[config.mk]
export PLATFORM = sky130hd
export DESIGN_NAME = csw_int_status
export DESIGN_NICKNAME = d
export VERILOG_FILES = /design/src/design/csw_pkg.sv /design/src/design/csw_int_status.sv /design/src/design/csw_w1c_flag.sv
export VERILOG_INCLUDE_DIRS = /design/src /design/src/design
export SDC_FILE = /design/constraint.sdc
export NUM_CORES = 1
export LEC_CHECK = 0
export BUFFER_PORTS_ARGS = -buffer_cell sky130_fd_sc_hd__buf_2
export CAP_MARGIN = 10
export CELL_PAD_IN_SITES_DETAIL_PLACEMENT = 0
export CELL_PAD_IN_SITES_GLOBAL_PLACEMENT = 1
export CORE_MARGIN = 3
export CORE_UTILIZATION = 38
export DETAILED_ROUTE_END_ITERATION = 16
export GPL_TIMING_DRIVEN = 0
export PLACE_DENSITY_LB_ADDON = 0.05
export SLEW_MARGIN = 20
export SYNTH_ARGS = -nofsm -noshare
export SYNTH_HDL_FRONTEND = slang
export SYNTH_SLANG_ARGS = --single-unit
[constraint.sdc]
create_clock -name clk -period 1.7 [get_ports clk]
set_input_delay 0.17 -clock clk [delete_from_list [all_inputs] [get_ports clk]]
set_output_delay 0.17 -clock clk [all_outputs]
set_load 0.03 [all_outputs]
[src/design/csw_cfg.svh]
// Purpose: constants for the clock-switch interrupt status block
// Assumes: byte-wide register port, addresses as printed
// Notes:   offsets, field positions, reset values
`ifndef CSW_CFG_SVH
`define CSW_CFG_SVH
// ---------------------------------------------------------------
// register offsets
// ---------------------------------------------------------------
`define CSW_OFF_TEST_TWO   7'h04
`define CSW_OFF_FLAGS_LOW  7'h05
`define CSW_OFF_FLAGS_MID  7'h06
`define CSW_OFF_FREQ_TOP   7'h07
`define CSW_OFF_FLAGS_HIGH 7'h08
`define CSW_OFF_LOOP_STATE 7'h09
// ---------------------------------------------------------------
// reset values
// ---------------------------------------------------------------
`define CSW_RST_FLAGS_LOW  8'hff
`define CSW_RST_FLAGS_MID  8'h3f
`define CSW_RST_FLAGS_HIGH 8'h10
`define CSW_RST_STATE      3'h1
// ---------------------------------------------------------------
// field positions, miss limit and state codes
// ---------------------------------------------------------------
`define CSW_BIT_STANDBY    0
`define CSW_BIT_MAINLOST   6
`define CSW_BIT_MODECHG    7
`define CSW_BIT_SYNCINT    7
`define CSW_LOW_LSB        2
`define CSW_MISS_LIMIT     2'h2
`define CSW_STATE_FREERUN  3'h1
`define CSW_STATE_HOLDOVER 3'h2
`endif

[src/design/csw_pkg.sv]
// Purpose: shared types of the clock-switch interrupt status block
// Assumes: included constants header
// Notes:   carriers for events and live status
package csw_pkg;
  typedef struct packed {
    logic [3:0] primaryValid;
    logic       standbyValid;
    logic [2:0] firstLoopState;
    logic       refCycleMissing;
    logic       syncAlarm;
  } csw_events_s;

  typedef struct packed {
    logic fineLoss;
    logic coarseLoss;
    logic noActivityLoss;
    logic atFreqLimit;
  } csw_loss_s;

  typedef struct packed {
    logic fineEn;
    logic coarseEn;
    logic noActivityEn;
    logic freqLimitEn;
  } csw_loss_en_s;
endpackage

[src/design/csw_int_status.sv]
// Purpose: latched event flags and operating status registers
// Assumes: byte register port on clk; status inputs synchronous to clk
// Notes:   reads are registered, data valid one cycle after rdEn
`timescale 1ns/1ps
`include "csw_cfg.svh"

module csw_int_status
(
  input  wire logic         clk,
  input  wire logic         rst,
  input  wire logic [6:0]   addr,
  input  wire logic         wrEn,
  input  wire logic [7:0]   wrData,
  input  wire logic         rdEn,
  output logic [7:0]        rdData,
  input  wire csw_pkg::csw_events_s  events,
  input  wire csw_pkg::csw_loss_s    lossInd,
  input  wire csw_pkg::csw_loss_en_s lossEn,
  input  wire logic         readbackLoopSelect,
  input  wire logic [2:0]   firstLoopFreqTop,
  input  wire logic [2:0]   secondLoopFreqTop,
  input  wire logic         firstLoopSoftLimitAlarm,
  input  wire logic         secondLoopSoftLimitAlarm
);
  import csw_pkg::*;

  // ---------------------------------------------------------------
  // address decode
  // ---------------------------------------------------------------
  wire logic selLow   = (addr == `CSW_OFF_FLAGS_LOW);
  wire logic selMid   = (addr == `CSW_OFF_FLAGS_MID);
  wire logic selFreq  = (addr == `CSW_OFF_FREQ_TOP);
  wire logic selHigh  = (addr == `CSW_OFF_FLAGS_HIGH);
  wire logic selState = (addr == `CSW_OFF_LOOP_STATE);
  wire logic wrLow    = wrEn & selLow;
  wire logic wrMid    = wrEn & selMid;
  wire logic wrHigh   = wrEn & selHigh;
  // test location two has no storage; software keeps it at zero

  // ---------------------------------------------------------------
  // event history
  // ---------------------------------------------------------------
  logic [3:0] primaryValid_reg;
  logic       standbyValid_reg;
  logic [2:0] loopState_reg;
  logic       syncAlarm_reg;
  logic [1:0] missCount_reg;
  logic [1:0] missCount_next;
  logic       secondLock_reg;
  logic       secondLock_next;
  logic [7:0] rdData_reg;

  wire logic [3:0] primaryChange = events.primaryValid ^ primaryValid_reg;
  wire logic standbyChange = events.standbyValid ^ standbyValid_reg;
  wire logic stateChange   = events.firstLoopState != loopState_reg;
  // alarm flag fires on the rising edge of the monitor alarm
  wire logic syncRise      = events.syncAlarm & ~syncAlarm_reg;
  wire logic refTracked =
    (events.firstLoopState != `CSW_STATE_FREERUN) &&
    (events.firstLoopState != `CSW_STATE_HOLDOVER);
  // count consecutive missing cycles; no wait for invalidation
  assign missCount_next = !refTracked || !events.refCycleMissing ? 2'h0 :
    (missCount_reg == `CSW_MISS_LIMIT ? missCount_reg
                                      : missCount_reg + 2'h1);
  wire logic mainLost = refTracked && events.refCycleMissing &&
    (missCount_reg == `CSW_MISS_LIMIT - 2'h1);

  // ---------------------------------------------------------------
  // sticky flags
  // ---------------------------------------------------------------
  logic [3:0] primaryFlag;
  logic       standbyFlag;
  logic       mainLostFlag;
  logic       modeFlag;
  logic       syncFlag;

  // power-up values follow the register defaults; bits without a flag
  // are dropped at read time, so only the flag bits are taken here
  localparam logic [7:0] LOW_RESET  = `CSW_RST_FLAGS_LOW;
  localparam logic [7:0] MID_RESET  = `CSW_RST_FLAGS_MID;
  localparam logic [7:0] HIGH_RESET = `CSW_RST_FLAGS_HIGH;
  // every flag below lets a same-cycle event beat the clear

  genvar gi;
  generate
    for (gi = 0; gi < 4; gi++)
    begin : gPrim
      csw_w1c_flag #(.RESET_VALUE(LOW_RESET[`CSW_LOW_LSB + gi])) uFlag (
        .clk        (clk),
        .rst        (rst),
        .setEvent   (primaryChange[gi]),
        .clearWrite (wrLow & wrData[`CSW_LOW_LSB + gi]),
        .flagOut    (primaryFlag[gi])
      );
    end
  endgenerate

  csw_w1c_flag #(.RESET_VALUE(MID_RESET[`CSW_BIT_STANDBY])) uStandby (
    .clk        (clk),
    .rst        (rst),
    .setEvent   (standbyChange),
    .clearWrite (wrMid & wrData[`CSW_BIT_STANDBY]),
    .flagOut    (standbyFlag)
  );

  csw_w1c_flag #(.RESET_VALUE(MID_RESET[`CSW_BIT_MAINLOST])) uMainLost (
    .clk        (clk),
    .rst        (rst),
    .setEvent   (mainLost),
    .clearWrite (wrMid & wrData[`CSW_BIT_MAINLOST]),
    .flagOut    (mainLostFlag)
  );

  csw_w1c_flag #(.RESET_VALUE(MID_RESET[`CSW_BIT_MODECHG])) uMode (
    .clk        (clk),
    .rst        (rst),
    .setEvent   (stateChange),
    .clearWrite (wrMid & wrData[`CSW_BIT_MODECHG]),
    .flagOut    (modeFlag)
  );

  csw_w1c_flag #(.RESET_VALUE(HIGH_RESET[`CSW_BIT_SYNCINT])) uSync (
    .clk        (clk),
    .rst        (rst),
    .setEvent   (syncRise),
    .clearWrite (wrHigh & wrData[`CSW_BIT_SYNCINT]),
    .flagOut    (syncFlag)
  );

  // ---------------------------------------------------------------
  // second loop lock
  // ---------------------------------------------------------------
  // enables are shared with the first loop's loss detectors
  wire logic secondLossSeen =
    (lossInd.fineLoss       & lossEn.fineEn)       |
    (lossInd.coarseLoss     & lossEn.coarseEn)     |
    (lossInd.noActivityLoss & lossEn.noActivityEn) |
    (lossInd.atFreqLimit    & lossEn.freqLimitEn);
  // once low, stays low while coarse detection is enabled; dropping
  // the coarse enable lets the bit follow the live indicators again
  assign secondLock_next = secondLossSeen ? 1'b0 :
    (lossEn.coarseEn ? secondLock_reg : 1'b1);

  // ---------------------------------------------------------------
  // history and read registers
  // ---------------------------------------------------------------
  wire logic [7:0] lowByte   = {2'h0, primaryFlag, 2'h0};
  wire logic [7:0] midByte   = {modeFlag, mainLostFlag, 5'h00, standbyFlag};
  wire logic [7:0] highByte  = {syncFlag, 7'h00};
  wire logic [2:0] freqTop   = readbackLoopSelect ? secondLoopFreqTop
                                                  : firstLoopFreqTop;
  wire logic [7:0] stateByte = {syncAlarm_reg, secondLock_reg,
    firstLoopSoftLimitAlarm, secondLoopSoftLimitAlarm, 1'b0,
    loopState_reg};
  // selects are one-hot, so an and-or tree replaces a priority chain;
  // test location two and unmapped addresses fall through to zero
  wire logic [7:0] rdMux =
    ({8{selLow}}   & lowByte)          |
    ({8{selMid}}   & midByte)          |
    ({8{selFreq}}  & {5'h00, freqTop}) |
    ({8{selHigh}}  & highByte)         |
    ({8{selState}} & stateByte);

  // ---------------------------------------------------------------
  // clocked state
  // ---------------------------------------------------------------
  // input history feeds the change detectors above
  always_ff @(posedge clk)
  begin
    if (rst)
    begin
      primaryValid_reg <= 4'h0;
      standbyValid_reg <= 1'b0;
      loopState_reg    <= `CSW_RST_STATE;
      syncAlarm_reg    <= 1'b0;
    end
    else
    begin
      primaryValid_reg <= events.primaryValid;
      standbyValid_reg <= events.standbyValid;
      loopState_reg    <= events.firstLoopState;
      syncAlarm_reg    <= events.syncAlarm;
    end
  end

  always_ff @(posedge clk)
  begin
    if (rst)
    begin
      missCount_reg  <= 2'h0;
      secondLock_reg <= 1'b0;
    end
    else
    begin
      missCount_reg  <= missCount_next;
      secondLock_reg <= secondLock_next;
    end
  end

  // read data holds between reads so a slow master may fetch it late
  always_ff @(posedge clk)
  begin
    if (rst)
      rdData_reg <= 8'h00;
    else if (rdEn)
      rdData_reg <= rdMux;
  end

  assign rdData = rdData_reg;
endmodule // csw_int_status

[src/design/csw_w1c_flag.sv]
// Purpose: one sticky flag, set by hardware, cleared by writing one
// Assumes: single clock, synchronous reset
// Notes:   set outranks clear
`timescale 1ns/1ps
module csw_w1c_flag #(
  parameter logic RESET_VALUE = 1'b0
) (
  input  wire logic clk,
  input  wire logic rst,
  input  wire logic setEvent,
  input  wire logic clearWrite,
  output logic      flagOut
);
  logic flag_reg;
  logic flag_next;

  // a clear in the same cycle as an event loses to the event
  assign flag_next = setEvent | (flag_reg & ~clearWrite);
  assign flagOut = flag_reg;

  always_ff @(posedge clk)
  begin
    if (rst)
      flag_reg <= RESET_VALUE;
    else
      flag_reg <= flag_next;
  end
endmodule // csw_w1c_flag

# Word level (Yosys, flattened, before mapping)
# Index checks and enable logic that the tools add are counted.
[totals] register_bits=28 latch_bits=0 mem_bits_rw=0 input_bits=46 romBits=0 elab_cells=90 out_inout_bits=8 mem_count=0
[classes] addsub=1 bitwise=55 order_cmp=0 n_shift=0 multipliers=0 eq_ne=10 div=0 reduce_logical=8 mux=1
[op_table] cell="bitwise OR 8 bit" n=4
[op_table] cell="AND 1 bit" n=24
[op_table] cell="AND 8 bit" n=3
[op_table] cell="equality test 7 x 3 -> 1 bit, second input constant" n=3
[op_table] cell="equality test 7 x 4 -> 1 bit, second input constant" n=2
[op_table] cell="bitwise OR 1 bit" n=11
[op_table] cell="inverter 1 bit" n=9
[op_table] cell="AND 8 x 3 -> 8 bit" n=1
[op_table] cell="AND 8 x 6 -> 8 bit" n=1
[op_table] cell="OR reduction 2 bit" n=2
[op_table] cell="bitwise XOR 4 bit" n=1
[op_table] cell="logical AND 1 bit" n=3
[op_table] cell="2-to-1 mux 3 bit" n=1
[op_table] cell="inequality test 3 x 1 -> 1 bit, second input constant" n=1
[op_table] cell="inequality test 3 x 2 -> 1 bit, second input constant" n=1
[op_table] cell="inequality test 3 bit" n=1
[op_table] cell="adder 2 x 1 -> 2 bit, second input constant" n=1
[op_table] cell="equality test 2 x 1 -> 1 bit, second input constant" n=1
[op_table] cell="equality test 2 bit, second input constant" n=1
[op_table] cell="zero test 1 bit" n=2
[op_table] cell="logical OR 1 bit" n=1
[op_table] cell="bitwise XOR 1 bit" n=1

# Depth between registers and ports, before layout
# Gate-level depths: netlist of the first run.
[logic_depth] depth_word=6 mapped_depth=5 ltp_nobuf=5

# Hierarchy
# A second synthesis of the first run with hierarchy kept.
[hier_totals] hier_cells=151 hier_area_um2=1368.8
[by_module_without_submodules] mod="csw_int_status" instances=1 area_each_um2=1089.8 cells_each=119 seq_area_each_um2=400.4
[by_module_without_submodules] mod="csw_w1c_flag at gPrim[0].uFlag ..." instances=5 area_each_um2=32.5 cells_each=4 seq_area_each_um2=20.0
[by_module_without_submodules] mod="csw_w1c_flag at uMainLost ..." instances=3 area_each_um2=38.8 cells_each=4 seq_area_each_um2=20.0

# Worst setup path after synthesis of the first run
# Ideal clock, no wire load.
[synth_timing] path_type="in2reg" from="input addr[0]" to="register gPrim[0].uFlag.flag_reg" setup_time_ps=127 required_time_ps=1573 setup_slack_ps=526 cell_stages=4 n_path_buf=1 arrival_ps=1047 cell_sequence="buf_4 > or4b_4 > o31ai_1 > nand3_1"
[synth_via] elab_chain_cells=6
[synth_lines] element="start, declared" line_no="csw_int_status.sv:11" text="input wire logic [6:0] addr,"
[synth_lines] element="equality test 7 x 3 -> 1 bit (no source line)"
[synth_lines] element="AND 1 bit" line_no="csw_int_status.sv:35" text="wire logic wrLow = wrEn & selLow;"
[synth_lines] element="AND 1 bit" line_no="csw_int_status.sv:92" text=".clearWrite (wrLow & wrData[`CSW_LOW_LSB + gi]),"
[synth_lines] element="inverter 1 bit" line_no="csw_w1c_flag.sv:18" text="assign flag_next = setEvent | (flag_reg & ~clearWrite);"
[synth_lines] element="AND 1 bit" line_no="csw_w1c_flag.sv:18"
[synth_lines] element="bitwise OR 1 bit" line_no="csw_w1c_flag.sv:18"
[synth_lines] element="end signal, assigned" line_no="csw_w1c_flag.sv:26" text="flag_reg <= flag_next;"
[synth_lines] element="end, declared" line_no="csw_w1c_flag.sv:14" text="logic flag_reg;"
# Every way passes these cells.
# A chain may end at the register's enable or synchronous reset.

# Worst setup path after layout of the first run
[layout_timing] from="register rdData_reg[4], in the netlist rdData[4]" to="output rdData[4]"
[layout_lines] element="start, declared" line_no="csw_int_status.sv:51" text="logic [7:0] rdData_reg;"
[layout_lines] element="start signal, assigned" line_no="csw_int_status.sv:206" text="rdData_reg <= rdMux;"
[layout_lines] element="end, declared" line_no="csw_int_status.sv:15" text="output logic [7:0] rdData,"
# No word-level cell between the ends.

==> results of run 1 <==
[how the worst max path moves through the flow]
stage,start,endpoint,slack [ps],cells after the start
2_1_floorplan,addr[0],gPrim[0].uFlag.flagOut,530,4
3_3_place_gp,rst,uMainLost.flagOut,300,5
3_5_place_dp,rst,missCount_reg[1],290,5
4_1_cts,rdData[4],rdData[4],640,1
5_1_grt,rst,uMainLost.flagOut,530,5
6_report,rdData[4],rdData[4],630,1
[cell type report]
| class | instances | area, um2 | area share, % |
|---|---|---|---|
| plain buffers | 5 | 23.8 | 1.39 |
| clock buffers | 4 | 36.3 | 2.12 |
| inverters | 11 | 41.3 | 2.41 |
| multi-input cells | 96 | 737 | 43.1 |
| flip-flops and latches | 28 | 561 | 32.7 |
| well taps | 46 | 57.6 | 3.36 |
| repair buffers | 51 | 255 | 14.9 |
[where the power goes]
group | internal (mW) | switching, mW | total (mW)
sequential | 0.679 | 0.0129 | 0.692
combinational | 0.0943 | 0.0907 | 0.185
clock | 0.131 | 0.207 | 0.339
total | 0.904 | 0.311 | 1.22
[per-layer routing]
metal	vias to the layer above	part of all wire [%]
li1	627	-
met1	532	46
met2	35	46
met3	4	6.5
met4	0	1.3
met5	-	0
[cell families (layout without fill, tap and decap cells)]
group	after synthesis	in the layout	share of synthesized area, %
AOI/OAI and AO/OA	25	25	14.1
xor gates and xnor gates	10	10	6.43
adders and majority gates	2	2	1.84
buffers and inverters	16	71	4.77
DFF	28	28	41.1
muxes	6	6	4.77
and+or+nand+nor	53	53	27.0
[placed cells by master (no fill, tap or decap), types with 3 or more instances in the layout]
cell and instances:
mux2_2 4, nor2_1 5, nand4_1 5, o31ai_1 5
buf_2 52, clkbuf_4 3, xor2_1 5, xnor2_1 5
dfxtp_1 28, a21oi_1 4, inv_1 11, nand3_1 8
and3b_1 6, nor2b_1 11, clkbuf_1 3, nand2b_1 4
[cell usage after synthesis, types with 3 or more instances]
cell type and count:
nor2b_1 11, xor2_1 5, a21oi_1 4, nand3_1 8, xnor2_1 5, mux2_2 4, inv_1 11, nand2b_1 4
nand4_1 5, and3b_1 6, clkbuf_1 3, o31ai_1 5, nor2_1 5, dfxtp_1 28
[per-stage QoR]
stage	hold WS, ps	instances
2_1_floorplan	270	140
5_1_grt	2.34	241
6_report	8.01	241
4_1_cts	5.59	241
3_3_place_gp	362	237
3_5_place_dp	365	237
==> flow_metrics.py, run 1 <==
metrics = {
    "timing": {
        "worst_slack_ps": 629,
        "max_freq_mhz": 934,
        "period_minus_slack_ps": 1070,
        "slew_headroom_pct": 63.4,
        "finalMaxSlewViolations": 0,
        "min_period_over_period_pct": 63.0,
        "setup-tns-final_ps": 0,
        "grt_setup_unrepaired": "no",
        "hold_viol": 0,
        "tightest_slew_ps": 549,
        "setup_viol": 0,
        "fin_worst_skew_ps": 12.6,
    },
    "clocking": {
        "cts_tree": "built",
        "htree_levels": 1,
        "cts_buffer_depth": 2,
        "postCtsSetupRepairBufs": 0,
        "cts_buffers": 3,
        "cts_resized": 0,
        "clkTransAtPathRegs_ps": 160,
        "clkSinkCount": 28,
        "clockRootBuffer": "clkbuf_4",
        "clkLatencyLatePin_ps": 340,
        "hold_buffers": 0,
    },
    "place": {
        "hpwl_um": 2620,
        "port_buffers": 51,
        "place_area_um2": 1680,
        "place_congestion": 0.827,
        "pre_cts_ws_ps": 291,
    },
    "routing": {
        "vias": 1198,
        "drcViolationCount": 0,
        "drt_wl_total_um": 3260,
        "ant_nets": 0,
        "wl_per_cell_um": 13.5,
        "drt_first_iter_violations": 29,
        "drtPass1Iterations": 4,
        "routed_via_density": 4.97,
    },
    "worst_setup_path": {
        "path_cells": "buf_2",
        "slowest_stage": "dfxtp_1",
        "reg2reg_depth": 2,
        "crit_buf_inv": 1,
        "end_kind": "output pin",
        "r2r-start": "loopState_reg[0]",
        "crit_fanout": 2,
        "max_stage_delay_ps": 360,
        "reg2reg_to": "uMode.flagOut",
        "cp.arrival_ps": 900,
        "cp-start-kind": "flip-flop",
        "criticalPathCategory": "flip-flop to output pin",
        "r2r_setup_slack_ps": 640,
        "required_ps": 1530,
        "cp_top_family": "flip-flops",
    },
    "yosys": {
        "synth-main-ff-cell": "dfxtp_1",
        "syn_area_um2": 1360,
        "avgSynthCellArea_um2": 9.73,
        "syn_inst": 140,
        "ys.warnings.count": 0,
        "synth_nets": 188,
        "synth_seq_cells": 28,
        "synth_top_area_share_pct": 41.1,
        "synth_area_leaders": "dfxtp_1 41%, nor2b_1 5.1%, and3b_1 3.9%, mux2_2 3.3%, xnor2_1 3.2%",
        "yosys.cell_types.count": 41,
        "async_flop_share_pct": 0,
        "synth_edf_count": 0,
        "synth.yosys.seq_area_share_pct": 41.1,
        "synth_area_leader_cell": "dfxtp_1",
    },
    "grt": {
        "grt_use_met2_pct": 26.4,
        "grt_use_met3_pct": 3.23,
        "antenna_found_initial": 0,
        "grt_max_degree": 16,
        "gr-total-overflow": 0,
        "busiest_layer": "met2",
        "grtUsageMet1_pct": 20.7,
        "track_usage_pct": 16.0,
        "grt_pass1_wl_um": 5380,
        "grt_pass1_vias": 1194,
    },
    "floorplan": {
        "fp.dieW_um": 65.9,
        "core.rowCount": 21,
        "start_util_pct": 40.2,
        "fp.dieH_um": 65.9,
        "dieArea_um2": 4340,
        "core-area_um2": 3390,
        "io_pins": 54,
    },
    "layout": {
        "largest_register_ffs": 8,
        "fin_nets": 244,
        "antennaDiodeCount": 0,
        "area_growth_pct": 25.6,
        "final_layout_size_suffix_gt1_share_pct": 33.8,
        "fin_util_pct": 50.5,
        "n_fill_cell": 352,
        "fin_area_um2": 1710,
    },
    "run_status": {
        "outcome": "completed",
    },
    "power_and_ir_drop": {
        "leakage_nw": 0.752,
        "powerDensity_nw_per_um2": 710,
        "ir_drop_mv": 0.431,
        "p_total_mw": 1.22,
    },
    "hold_path": {
        "hp-start": "lossEn[0]",
        "hp-class": "input pin to flip-flop",
        "whs_path_depth": 2,
        "hold_path_end": "secondLock_reg",
    },
    "job": {
        "drv_cap": 0,
    },
}
Power figures use the tool's default switching activity.
==> inputs of run 2 (changes only) <==
Settings changed: CORE_UTILIZATION 38 to 35.
Clock period 1.7 ns to 1.1 ns, I/O delays scaled along.
==> run 2 against run 1 <==
Net effect:
- sequential power rose by 55%
- routed wire length fell by 1.3%
- combinational power rose by 55%
- die area rose by 7.8%
- hold slack got worse by 6.1 ps
- register-to-register slack got worse by 570 ps
- core utilization fell by 3.3 points
- critical path depth rose by 1
- power rose by 78%
- sequential cell count did not move
- sequential share of layout area fell by 0.77 points
- critical endpoint is now uMode.flagOut
- largest cell class unchanged
- largest power group unchanged
==> flow_metrics.py, run 2 (synthesis results as in run 1) <==
metrics = {
    "power_and_ir_drop": {
        "seqPwrFrac_pct": 49.3,
        "powerDensity_nw_per_um2": 1230,
        "ir_drop_mv": 0.861,
        "internal-power_mw": 1.68,
        "p_clk_share_pct": 37.4,
        "p_total_mw": 2.16,
        "p_switching_uw": 481,
        "leakage_nw": 0.768,
        "pwr-share-comb_pct": 13.3,
        "p_sw_share_pct": 22.2,
    },
    "layout": {
        "largest_register_ffs": 8,
        "n_fill_cell": 379,
        "mostFrequentLayoutCells": "52 x buf_2, 28 x dfxtp_1, 11 x inv_1, 11 x nor2b_1, 8 x nand3_1",
        "area_growth_pct": 28.7,
        "fin_nets": 243,
        "seq_area_um2": 561,
        "multi_input_area_um2": 737,
        "fin_util_pct": 47.2,
        "antennaDiodeCount": 0,
        "final_layout_size_suffix_gt1_share_pct": 34.0,
        "layout_commonest_cell": "buf_2",
        "instances_no_fill": 242,
    },
    "clocking": {
        "clockRootBuffer": "clkbuf_8",
        "cts_resized": 0,
        "cts_tree": "built",
        "postCtsSetupRepairBufs": 0,
        "clkTransAtPathRegs_ps": 100,
        "cts_buffer_depth": 2,
        "cts_buffers": 3,
        "clkSinkCount": 28,
        "hold_buffers": 0,
        "htree_levels": 1,
        "clkLatencyLatePin_ps": 280,
    },
    "job": {
        "drv_cap": 0,
    },
    "routing": {
        "drt_first_iter_violations": 34,
        "drt_wl_total_um": 3220,
        "routed_via_density": 4.92,
        "drcViolationCount": 0,
        "wl_per_cell_um": 13.3,
        "drtPass1Iterations": 4,
        "vias": 1190,
        "ant_nets": 0,
    },
    "worst_setup_path": {
        "setup.worst_path.start": "loopState_reg[0]",
        "path_cells": "xor2_1 -> o41a_1",
        "crit_buf_inv": 0,
        "cp-start-kind": "flip-flop",
        "criticalPathCategory": "flip-flop to flip-flop",
        "crit_fanout": 2,
        "reg2reg_depth": 2,
        "endpoint": "uMode.flagOut",
        "max_stage_delay_ps": 410,
        "required_ps": 1270,
        "r2r-start": "loopState_reg[0]",
        "cp_top_family": "compound AO/OA/AOI/OAI gates",
        "end_kind": "flip-flop",
        "cp.depth": 2,
        "cp.arrival_ps": 1200,
        "r2r_setup_slack_ps": 70,
        "slowest_stage": "o41a_1",
        "reg2reg_to": "uMode.flagOut",
    },
    "grt": {
        "grt_pass1_vias": 1136,
        "grt_max_degree": 17,
        "antenna_found_initial": 0,
        "grt_pass1_wl_um": 5090,
        "gr-total-overflow": 0,
        "track_usage_pct": 14.7,
    },
    "floorplan": {
        "dieArea_um2": 4680,
        "io_pins": 54,
        "fp.dieW_um": 68.4,
        "fp.dieH_um": 68.4,
        "core-area_um2": 3720,
        "core.rowCount": 22,
        "start_util_pct": 36.7,
    },
    "timing": {
        "max_freq_mhz": 975,
        "hold_viol": 0,
        "tightest_slew_ps": 536,
        "fin_worst_skew_ps": 9.77,
        "setup_viol": 0,
        "period_minus_slack_ps": 1030,
        "slew_headroom_pct": 64.2,
        "setup-tns-final_ps": 0,
        "min_period_over_period_pct": 93.2,
        "grt_setup_unrepaired": "no",
        "finalMaxSlewViolations": 0,
    },
    "place": {
        "dpl.cell_count": 239,
        "hpwl_um": 2610,
        "port_buffers": 51,
        "place_congestion": 0.838,
    },
    "hold_path": {
        "hp-class": "input pin to flip-flop",
    },
    "run_status": {
        "outcome": "completed",
    },
}
run 2: cell types whose count changed in the layout (fill, tap and decap cells not counted):
cell and change:
buf_8 +1, clkbuf_8 +2, buf_4 -1, bufinv_16 +1, clkbuf_1 -1, clkbuf_4 -3
run 2: cell type report:
cell class,instances,share of cell area (%)
flip-flops and latches,28,32.0
well taps,48,3.43
clock buffers,3,2.36
inverters,11,2.36
repair buffers,51,14.6
multi-input cells,96,42.0
plain buffers,4,1.57
clock inverters,1,1.71
run 2: power groups by stage:
stage               Combinational, mW  Sequential, mW  Clock (mW)
floorplan                       0.151            1.09           0
detailed placement              0.292            1.09           0
finish                          0.287            1.07       0.809
global route                    0.323            1.07       0.869
CTS                             0.293            1.07       0.829
global placement                0.284            1.09           0
run 2: metrics by stage:
step	cell area (um2)	setup slack [ps]	hold WS (ps)
after global routing	1750	2.07	6.78
after global placement	1690	-253	300
after floorplan	1370	-12.1	210
after detailed placement	1690	-261	301
final	1750	74.4	1.86
after CTS	1760	44.9	1.05
run 2: how the worst min path moves through the flow:
stage	end	cells after the start	from
after floorplan	secondLock_reg	1	lossEn[0]
after global placement	secondLock_reg	2	lossEn[0]
after detailed placement	secondLock_reg	2	lossEn[0]
after CTS	secondLock_reg	2	lossEn[0]
after global routing	secondLock_reg	2	lossEn[0]
final	secondLock_reg	2	lossEn[0]
run 2: layer usage:
layer | wire (um) | track usage [%] | part of all wire (%)
met1 | 1510 | 18.6 | 47
met2 | 1490 | 24.0 | 46
met4 | 62 | 6.70 | 1.9
met5 | 0 | 0 | 0
met3 | 157 | 2.63 | 4.9
